--- config.mk ---
export PLATFORM = sky130hd
export DESIGN_NAME = tcc_core
export DESIGN_NICKNAME = d
export VERILOG_FILES = /design/src/include/tcc_pkg.sv /design/src/design/tcc_core.sv
export VERILOG_INCLUDE_DIRS = /design/src /design/src/include
export SDC_FILE = /design/constraint.sdc
export NUM_CORES = 1
export LEC_CHECK = 0
export BUFFER_PORTS_ARGS = -buffer_cell sky130_fd_sc_hd__buf_2
export CORE_MARGIN = 3
export CORE_UTILIZATION = 41
export DETAILED_ROUTE_END_ITERATION = 10
export GPL_TIMING_DRIVEN = 0
export PLACE_DENSITY = 0.66
export SYNTH_ARGS = -nofsm -noshare
export SYNTH_HDL_FRONTEND = slang
export SYNTH_SLANG_ARGS = --single-unit
--- constraint.sdc ---
create_clock -name clk_i -period 2.45 [get_ports clk_i]
set_input_delay 0.1225 -clock clk_i [delete_from_list [all_inputs] [get_ports clk_i]]
set_output_delay 0.1225 -clock clk_i [all_outputs]
set_load 0.02 [all_outputs]
--- src/include/tcc_map.svh ---
// register offsets, field positions, codes and reset values of the timer core
`ifndef TCC_MAP_SVH
`define TCC_MAP_SVH

// register byte offsets on the bus
`define TCC_OFF_CTRL_A    8'h00
`define TCC_OFF_CTRL_B    8'h04
`define TCC_OFF_CTRL_C    8'h08
`define TCC_OFF_COUNT     8'h0c
`define TCC_OFF_CMP_A     8'h10
`define TCC_OFF_CMP_B     8'h14
`define TCC_OFF_IRQ_MASK  8'h18
`define TCC_OFF_IRQ_FLAG  8'h1c

// control_reg_a fields
`define TCC_A_COM_A       7:6
`define TCC_A_COM_B       5:4
`define TCC_A_WGM_LO      1:0
// control_reg_b fields
`define TCC_B_WGM_HI      3
`define TCC_B_CS          2:0
// control_reg_c strobes
`define TCC_C_FORCE_A     7
`define TCC_C_FORCE_B     6

// flag and mask bit positions
`define TCC_IRQ_OVF       0
`define TCC_IRQ_MA        1
`define TCC_IRQ_MB        2
`define TCC_NUM_IRQ       3

// clock select codes
`define TCC_CS_STOP       3'h0
`define TCC_CS_DIV1       3'h1
`define TCC_CS_DIV8       3'h2
`define TCC_CS_DIV64      3'h3
`define TCC_CS_DIV256     3'h4
`define TCC_CS_DIV1024    3'h5
`define TCC_CS_EXT_FALL   3'h6
`define TCC_CS_EXT_RISE   3'h7

// compare output mode codes
`define TCC_COM_OFF       2'h0
`define TCC_COM_TOGGLE    2'h1
`define TCC_COM_CLEAR     2'h2
`define TCC_COM_SET       2'h3

// counter extremes and reset values
`define TCC_BOTTOM        8'h00
`define TCC_MAX           8'hff
`define TCC_ONE           8'h01
`define TCC_RST_BYTE      8'h00
`define TCC_RST_IRQ       3'h0
`define TCC_RST_WORD      32'h0000_0000

`endif

--- src/include/tcc_pkg.sv ---
// types shared by the timer core and its bench
package tcc_pkg;

  // waveform modes, the three-bit mode field
  typedef enum logic [2:0] {
    TCC_NORMAL   = 3'b000,
    TCC_PHASE_FF = 3'b001,
    TCC_CTC      = 3'b010,
    TCC_FAST_FF  = 3'b011,
    TCC_RSVD_4   = 3'b100,
    TCC_PHASE_A  = 3'b101,
    TCC_RSVD_6   = 3'b110,
    TCC_FAST_A   = 3'b111
  } tcc_wgm_t;

  // wishbone request from the master
  typedef struct packed {
    logic        cyc;
    logic        stb;
    logic        we;
    logic [7:0]  adr;
    logic [3:0]  sel;
    logic [31:0] dat;
  } tcc_wb_req_t;

  // wishbone answer of the slave
  typedef struct packed {
    logic        ack;
    logic [31:0] dat;
  } tcc_wb_rsp_t;

  // whole state of the core
  typedef struct packed {
    logic [7:0]  ctrl_a;
    logic [7:0]  ctrl_b;
    logic [7:0]  cnt;
    logic [7:0]  cmp_a;
    logic [7:0]  cmp_b;
    logic [7:0]  buf_a;
    logic [7:0]  buf_b;
    logic [2:0]  mask;
    logic [2:0]  flag;
    logic [2:0]  irq;
    logic [1:0]  oc;
    logic [1:0]  pin;
    logic [1:0]  ovr;
    logic        down;
    logic        block;
    logic [2:0]  sync;
    tcc_wb_rsp_t rsp;
  } tcc_state_t;

endpackage

--- src/design/tcc_core.sv ---
// 8-bit timer/counter with two compare channels behind a wishbone slave
//
// The implementer's own choices: the placing of the registers and the Wishbone interface to the registers.
`timescale 1ns/1ps
`default_nettype none
`include "tcc_map.svh"

module tcc_core (
  // clock and reset
  input  wire logic                clk_i,
  input  wire logic                rst_i,
  // register bus
  input  wire tcc_pkg::tcc_wb_req_t wb_req_i,
  output var  tcc_pkg::tcc_wb_rsp_t wb_rsp_o,
  // timer clock sources
  input  wire logic [3:0]          presc_tap_i,
  input  wire logic                ext_count_input_i,
  // interrupt handshake
  input  wire logic [2:0]          irq_ack_i,
  output logic      [2:0]          irq_req_o,
  // compare pins
  input  wire logic [1:0]          port_data_i,
  output logic                     compare_out_a_o,
  output logic                     compare_out_b_o,
  output logic      [1:0]          pin_override_o
);

  //////////////////////////////////////////////////////////////////////////////
  // decode of state and bus

  tcc_pkg::tcc_state_t s_q;
  tcc_pkg::tcc_state_t s_d;
  tcc_pkg::tcc_wgm_t   wgm;
  logic                tick;
  logic                pwm;
  logic                phase;
  logic [7:0]          top;
  logic                at_top;
  logic                at_bot;
  logic                at_max;
  logic                match_a;
  logic                match_b;
  logic                acc;
  logic                wr;
  logic                cnt_wr;
  logic                force_wr;
  logic [2:0]          flag_set;
  logic [2:0]          flag_clr;
  logic [1:0]          ext_s;

  // request taken while ack is low; a write commits at the edge where ack is seen high
  assign acc      = wb_req_i.cyc & wb_req_i.stb & ~s_q.rsp.ack;
  assign wr       = wb_req_i.cyc & wb_req_i.stb & s_q.rsp.ack & wb_req_i.we & wb_req_i.sel[0];
  assign cnt_wr   = wr && (wb_req_i.adr == `TCC_OFF_COUNT);
  assign force_wr = wr && (wb_req_i.adr == `TCC_OFF_CTRL_C);

  // mode field and the derived extremes
  assign wgm    = tcc_pkg::tcc_wgm_t'({s_q.ctrl_b[`TCC_B_WGM_HI],
                                       s_q.ctrl_a[`TCC_A_WGM_LO]});
  assign pwm    = (wgm == tcc_pkg::TCC_PHASE_FF) || (wgm == tcc_pkg::TCC_FAST_FF)
               || (wgm == tcc_pkg::TCC_PHASE_A) || (wgm == tcc_pkg::TCC_FAST_A);
  assign phase  = (wgm == tcc_pkg::TCC_PHASE_FF) || (wgm == tcc_pkg::TCC_PHASE_A);
  assign top    = ((wgm == tcc_pkg::TCC_PHASE_A) || (wgm == tcc_pkg::TCC_FAST_A))
               ? s_q.cmp_a : `TCC_MAX;
  assign at_top = (s_q.cnt == top);
  assign at_bot = (s_q.cnt == `TCC_BOTTOM);
  assign at_max = (s_q.cnt == `TCC_MAX);

  // comparators, silenced for the tick after a counter write
  assign match_a = (s_q.cnt == s_q.cmp_a) & ~s_q.block;
  assign match_b = (s_q.cnt == s_q.cmp_b) & ~s_q.block;

  // synchronised external level: second and third stage only
  assign ext_s = s_q.sync[2:1];

  //////////////////////////////////////////////////////////////////////////////
  // timer tick from the clock select field

  always_comb begin
    unique case (s_q.ctrl_b[`TCC_B_CS])
      `TCC_CS_STOP:     tick = 1'b0;
      `TCC_CS_DIV1:     tick = 1'b1;
      `TCC_CS_DIV8:     tick = presc_tap_i[0];
      `TCC_CS_DIV64:    tick = presc_tap_i[1];
      `TCC_CS_DIV256:   tick = presc_tap_i[2];
      `TCC_CS_DIV1024:  tick = presc_tap_i[3];
      `TCC_CS_EXT_FALL: tick = ext_s[1] & ~ext_s[0];
      `TCC_CS_EXT_RISE: tick = ext_s[0] & ~ext_s[1];
    endcase
  end

  //////////////////////////////////////////////////////////////////////////////
  // next state

  always_comb begin
    logic [1:0] com [2];
    logic [1:0] mt;
    s_d          = s_q;
    com[0]       = s_q.ctrl_a[`TCC_A_COM_A];
    com[1]       = s_q.ctrl_a[`TCC_A_COM_B];
    mt           = {match_b, match_a};
    flag_set     = `TCC_RST_IRQ;
    flag_clr     = irq_ack_i;
    s_d.sync     = {s_q.sync[1:0], ext_count_input_i};
    s_d.rsp.ack  = acc;
    s_d.rsp.dat  = `TCC_RST_WORD;

    // counting sequence per mode
    if (tick) begin
      s_d.block = 1'b0;
      flag_set[`TCC_IRQ_MA] = match_a;
      flag_set[`TCC_IRQ_MB] = match_b;
      unique case (wgm)
        tcc_pkg::TCC_NORMAL, tcc_pkg::TCC_RSVD_4, tcc_pkg::TCC_RSVD_6: begin
          s_d.cnt = s_q.cnt + `TCC_ONE;
          flag_set[`TCC_IRQ_OVF] = at_max;
        end
        tcc_pkg::TCC_CTC: begin
          s_d.cnt = (s_q.cnt == s_q.cmp_a) ? `TCC_BOTTOM : s_q.cnt + `TCC_ONE;
          flag_set[`TCC_IRQ_OVF] = at_max;
        end
        tcc_pkg::TCC_FAST_FF, tcc_pkg::TCC_FAST_A: begin
          s_d.cnt = at_top ? `TCC_BOTTOM : s_q.cnt + `TCC_ONE;
          flag_set[`TCC_IRQ_OVF] = at_top;
        end
        tcc_pkg::TCC_PHASE_FF, tcc_pkg::TCC_PHASE_A: begin
          if (s_q.down && at_bot) begin
            s_d.down = 1'b0;
            s_d.cnt  = s_q.cnt + `TCC_ONE;
            flag_set[`TCC_IRQ_OVF] = 1'b1;
          end else if (!s_q.down && at_top) begin
            s_d.down = 1'b1;
            s_d.cnt  = s_q.cnt - `TCC_ONE;
          end else if (s_q.down) begin
            s_d.cnt  = s_q.cnt - `TCC_ONE;
          end else begin
            s_d.cnt  = s_q.cnt + `TCC_ONE;
          end
        end
      endcase
      // buffered compares load at top, the step into bottom for fast pwm
      if (pwm && at_top) begin
        s_d.cmp_a = s_q.buf_a;
        s_d.cmp_b = s_q.buf_b;
      end
    end
    if (!phase) begin
      s_d.down = 1'b0;
    end

    // waveform generator per channel, output mode read live
    for (int i = 0; i < 2; i++) begin
      if (tick && mt[i]) begin
        if (!pwm) begin
          unique case (com[i])
            `TCC_COM_OFF:    s_d.oc[i] = s_q.oc[i];
            `TCC_COM_TOGGLE: s_d.oc[i] = ~s_q.oc[i];
            `TCC_COM_CLEAR:  s_d.oc[i] = 1'b0;
            `TCC_COM_SET:    s_d.oc[i] = 1'b1;
          endcase
        end else if (com[i] == `TCC_COM_TOGGLE) begin
          s_d.oc[i] = (i == 0) && wgm[2] ? ~s_q.oc[i] : s_q.oc[i];
        end else if (com[i] != `TCC_COM_OFF) begin
          s_d.oc[i] = (com[i] == `TCC_COM_SET) ^ (phase && s_q.down);
        end
      end
      // fast pwm restarts its pulse at bottom
      if (tick && pwm && !phase && at_top && com[i][1]) begin
        s_d.oc[i] = (com[i] == `TCC_COM_CLEAR);
      end
      // forced compare acts only in non-pwm modes
      if (force_wr && !pwm && wb_req_i.dat[`TCC_C_FORCE_A - i]) begin
        unique case (com[i])
          `TCC_COM_OFF:    s_d.oc[i] = s_q.oc[i];
          `TCC_COM_TOGGLE: s_d.oc[i] = ~s_q.oc[i];
          `TCC_COM_CLEAR:  s_d.oc[i] = 1'b0;
          `TCC_COM_SET:    s_d.oc[i] = 1'b1;
        endcase
      end
    end

    // register writes, applied after counting so the cpu wins except on the flag register
    if (wr) begin
      unique case (wb_req_i.adr)
        `TCC_OFF_CTRL_A:   s_d.ctrl_a = wb_req_i.dat[7:0];
        `TCC_OFF_CTRL_B:   s_d.ctrl_b = wb_req_i.dat[7:0];
        `TCC_OFF_COUNT: begin
          s_d.cnt   = wb_req_i.dat[7:0];
          s_d.block = 1'b1;
        end
        `TCC_OFF_CMP_A: begin
          s_d.buf_a = wb_req_i.dat[7:0];
          if (!pwm) begin
            s_d.cmp_a = wb_req_i.dat[7:0];
          end
        end
        `TCC_OFF_CMP_B: begin
          s_d.buf_b = wb_req_i.dat[7:0];
          if (!pwm) begin
            s_d.cmp_b = wb_req_i.dat[7:0];
          end
        end
        `TCC_OFF_IRQ_MASK: s_d.mask = wb_req_i.dat[2:0];
        `TCC_OFF_IRQ_FLAG: flag_clr = flag_clr | wb_req_i.dat[2:0];
        default:           s_d.mask = s_q.mask;
      endcase
    end

    // sticky flags, a new event outlives a clear in the same cycle
    s_d.flag = (s_q.flag & ~flag_clr) | flag_set;
    s_d.irq  = s_d.flag & s_d.mask;

    // port override from the live output mode
    s_d.ovr[0] = (s_d.ctrl_a[`TCC_A_COM_A] != `TCC_COM_OFF);
    s_d.ovr[1] = (s_d.ctrl_a[`TCC_A_COM_B] != `TCC_COM_OFF);
    for (int i = 0; i < 2; i++) begin
      s_d.pin[i] = s_d.ovr[i] ? s_d.oc[i] : port_data_i[i];
    end

    // read data, unmapped offsets read zero
    if (acc && !wb_req_i.we) begin
      unique case (wb_req_i.adr)
        `TCC_OFF_CTRL_A:   s_d.rsp.dat[7:0] = s_q.ctrl_a;
        `TCC_OFF_CTRL_B:   s_d.rsp.dat[7:0] = s_q.ctrl_b;
        `TCC_OFF_COUNT:    s_d.rsp.dat[7:0] = s_q.cnt;
        `TCC_OFF_CMP_A:    s_d.rsp.dat[7:0] = pwm ? s_q.buf_a : s_q.cmp_a;
        `TCC_OFF_CMP_B:    s_d.rsp.dat[7:0] = pwm ? s_q.buf_b : s_q.cmp_b;
        `TCC_OFF_IRQ_MASK: s_d.rsp.dat[2:0] = s_q.mask;
        `TCC_OFF_IRQ_FLAG: s_d.rsp.dat[2:0] = s_q.flag;
        default:           s_d.rsp.dat      = `TCC_RST_WORD;
      endcase
    end
  end

  //////////////////////////////////////////////////////////////////////////////
  // state register

  always_ff @(posedge clk_i) begin
    if (rst_i) begin
      s_q <= '0;
    end else begin
      s_q <= s_d;
    end
  end

  // outputs straight from the state register
  assign wb_rsp_o        = s_q.rsp;
  assign irq_req_o       = s_q.irq;
  assign compare_out_a_o = s_q.pin[0];
  assign compare_out_b_o = s_q.pin[1];
  assign pin_override_o  = s_q.ovr;
endmodule

`default_nettype wire

==> summary.md <==
| Metric | Value |
|---|---|
| Count leader, synth | `dfxtp_1` |
| Slew HR | `0.479` |
| Multi-input logic area | `3310 sq um` |
| CTS Root Buffer Type | `clkbuf_16` |
| Distinct cells, synth | `75` |
| Setup violations, final | `27` |
| Hold path startpoint | `wb_req_i[45]` |
| Proportion of layout cells with a drive suffix above 1 | `0.275` |
| Final Max Tran Viols | `0` |
| Critical Path Start Type | `register` |
| DRT iter0 DRCs | `713` |
| Top FF cell, synth | `dfxtp_1` |
| Worst hold path type | `primary input to register` |
| Critical-path top delay cell | `or4_4` |
| Hold depth | `3` |
| CTS Buffer Depth | `2` |
| Worst R2R Start | `s_q[86]` |
| Design Area, Final | `6590 sq um` |
| Power per cell area | `463 nW/um^2` |
| TritonCTS Buffers | `9` |
| Fin. Hold Viols | `0` |
| Gr usage total | `0.247` |
| Ports | `99` |
| Post-synth EDFFs | `0` |
| Die width | `120 um` |
| Clock skew | `0.0154 ns` |
| Clock Pin Slew Worst Setup and Hold Paths | `0.08 ns` |
| Antenna-violating nets left | `0` |
| Synth area leader | `dfxtp_1` |
| Netlist Area Pre-Place | `5300 sq um` |
| Average size of a mapped cell | `8.17 sq um` |
| Ys Warns | `0` |
| Dpl hpwl | `13100 um` |
| Gpl congestion | `0.958` |
| Crit path time final | `2.63 ns` |
| RSZ-0062 raised after global routing | `true` |
| Critical path origin | `s_q[86]` |
| Crit Reg-Reg Endpoint | `s_q[92]` |
| Via count | `5401` |
| Critical path class | `register to register` |
| WP buf/inv | `3` |
| Post-synth top area share | `0.321` |
| Final core occ | `0.536` |
| Layout fillers | `1206` |
| First-pass GRT wire length | `27500 um` |
| Initial core utilization | `0.430` |
| Pwr Total | `3.05 mW` |
| Critical path arrival | `2.89 ns` |
| Antenna violations before repair | `0` |
| Area grow syn2layout | `24.5%` |
| Crit-path max FO | `6` |
| Worst-margin pin slew | `0.781 ns` |
| Max cap viols | `0` |
| Tcrit/Tclk final | `1.07` |
| DP Area | `5830 sq um` |
| FMAX | `380 MHz` |
| Synthesized instance count | `648` |
| Diodes inserted | `0` |
| TritonRoute pass-1 iters | `8` |
| Reg2reg setup slack | `-0.18 ns` |
| CTS tree | `done` |
| Site Rows | `40` |
| Most frequent CP cell | `buf_8` |
| Die Ht | `120 um` |
| WL per Instance | `19.9 um` |
| Die Area | `14300 sq um` |
| Clk sinks | `85` |
| IR drop worst, VDD | `0.362 mV` |
| Residual DRC | `0` |
| Clock latency on the worst-skew pair | `0.36 ns` |
| Hold path endpoint | `wb_rsp_o[32]` |
| Final WL | `18300 um` |
| Area contributors post-synth | `dfxtp_1 (32%), mux2i_1 (11%), buf_4 (5.7%)` |
| Levels on crit path | `10` |
| Register area share after synthesis | `0.321` |
| WP data required | `2.71 ns` |
| Failing checks | `negative setup slack` |
| Leakage power | `2.55 nW` |
| Top delay family on crit path | `simple AND/OR/NAND/NOR gates` |
| Register Area | `1710 sq um` |
| Status | `finished, violations left` |
| H-tree levels | `3` |
| Port Buffers | `40` |
| Largest stage delay, worst path | `0.45 ns` |
| CORE AREA | `12300 sq um` |
| Synth top cells by count | `dfxtp_1 (85), nor2_1 (80), mux2i_1 (56)` |
| Setup WS post-layout | `-0.181 ns` |
| Overflow after GRT | `0` |
| Largest net degree at the start of global routing | `17` |
| R2R cell count | `10` |
| Synth Register Bits | `85` |
| Setup WS pre-CTS | `-0.489 ns` |
| Vias in the first global route | `4963` |
| Crit end category | `register` |
| Fin nets | `808` |
| Vias per cell | `5.87` |
| Asr flop ratio synth | `0` |
| CP Cell Sequence | `inv_4, ha_4, or3b_4, or3_4, or4_4, buf_8, buf_8, a22oi_2, o21ai_2, a211oi_2` |
## through the flow
stage	TNS (ns)	instances	hold WS, ns
finish	-2.24	920	0.0604
global route	-4.00	920	0.0800
CTS	-1.88	914	0.0609
detailed placement	-11.97	879	0.342
global placement	-10.86	879	0.339
floorplan	-0.492	671	0.251
## routing by layer
metal  wire length, um  GRT usage  vias up
li1                  -          -     2476
met1              7580      0.323     2567
met2              8460      0.395      302
met3              1640     0.0547       56
met4               612     0.0995        0
met5                 0          0        -
## how the worst max path moves through the flow
stage,endpoint,slack (ns)
final,s_q[92],-0.18
after CTS,s_q[92],-0.23
after global routing,s_q[92],-0.20
after global placement,s_q[73],-0.43
after detailed placement,s_q[80],-0.49
after floorplan,s_q[92],-0.12
## worst register-to-register path: stages (launching register included)
cell	delay (ns)
dfxtp_4	0.37
inv_4	0.07
ha_4	0.13
or3b_4	0.37
or3_4	0.34
or4_4	0.45
buf_8	0.17
buf_8	0.13
a22oi_2	0.16
o21ai_2	0.08
a211oi_2	0.25
## power by group
group	internal (mW)	switching, mW	leakage (nW)
clock network	0.703	0.651	0.134
registers	1.39	0.00504	0.689
logic	0.112	0.193	1.73
## repair_timing
item                                   CTS  global route
gates cloned                             3             0
setup buffers                           16             7
pin swaps                               18            28
endpoints found under the hold margin    2             0
setup endpoints to repair               31            34
gates resized for setup                 24            41
hold buffers                             2             0
## kinds of logic (layout without fill, tap and decap cells)
group | Yosys count | in the layout | synth area share
and+or+nand+nor | 230 | 230 | 0.223
AOI/OAI and AO/OA | 149 | 149 | 0.194
buffers and inverters | 105 | 186 | 0.113
DFF | 85 | 85 | 0.321
muxes | 65 | 65 | 0.125
xor gates and xnor gates | 11 | 11 | 0.0182
adders and majority gates | 2 | 2 | 0.00472
other | 1 | 24 | 0.000708
## flip-flops by register name, indices dropped and copies added, names as in the netlist
register,count
compare_out_a_o,1
compare_out_b_o,1
ext_s,2
irq_req_o,3
pin_override_o,2
s_d,1
s_q,66
wb_rsp_o,9
## cell type report
type | count | share of cell area
Buffer | 84 | 0.0806
Clock buffer | 9 | 0.0342
Clock inverter | 7 | 0.00873
Inverter | 18 | 0.0116
Multi-Input combinational cell | 481 | 0.502
Sequential cell | 85 | 0.260
Tap cell | 168 | 0.0319
Timing Repair Buffer | 68 | 0.0715
## cell usage in the layout (no fill, tap or decap), types with 12 or more instances in the layout
master / instances
a211oi_1: 16
a21oi_1: 34
a31oi_1: 12
buf_2: 46
buf_4: 59
clkbuf_1: 28
conb_1: 24
dfxtp_1: 80
inv_1: 14
mux2i_1: 51
nand2_1: 37
nand3_1: 20
nor2_1: 80
nor3_1: 15
o21ai_0: 16
Note: power is estimated with default switching activity, not from simulation.
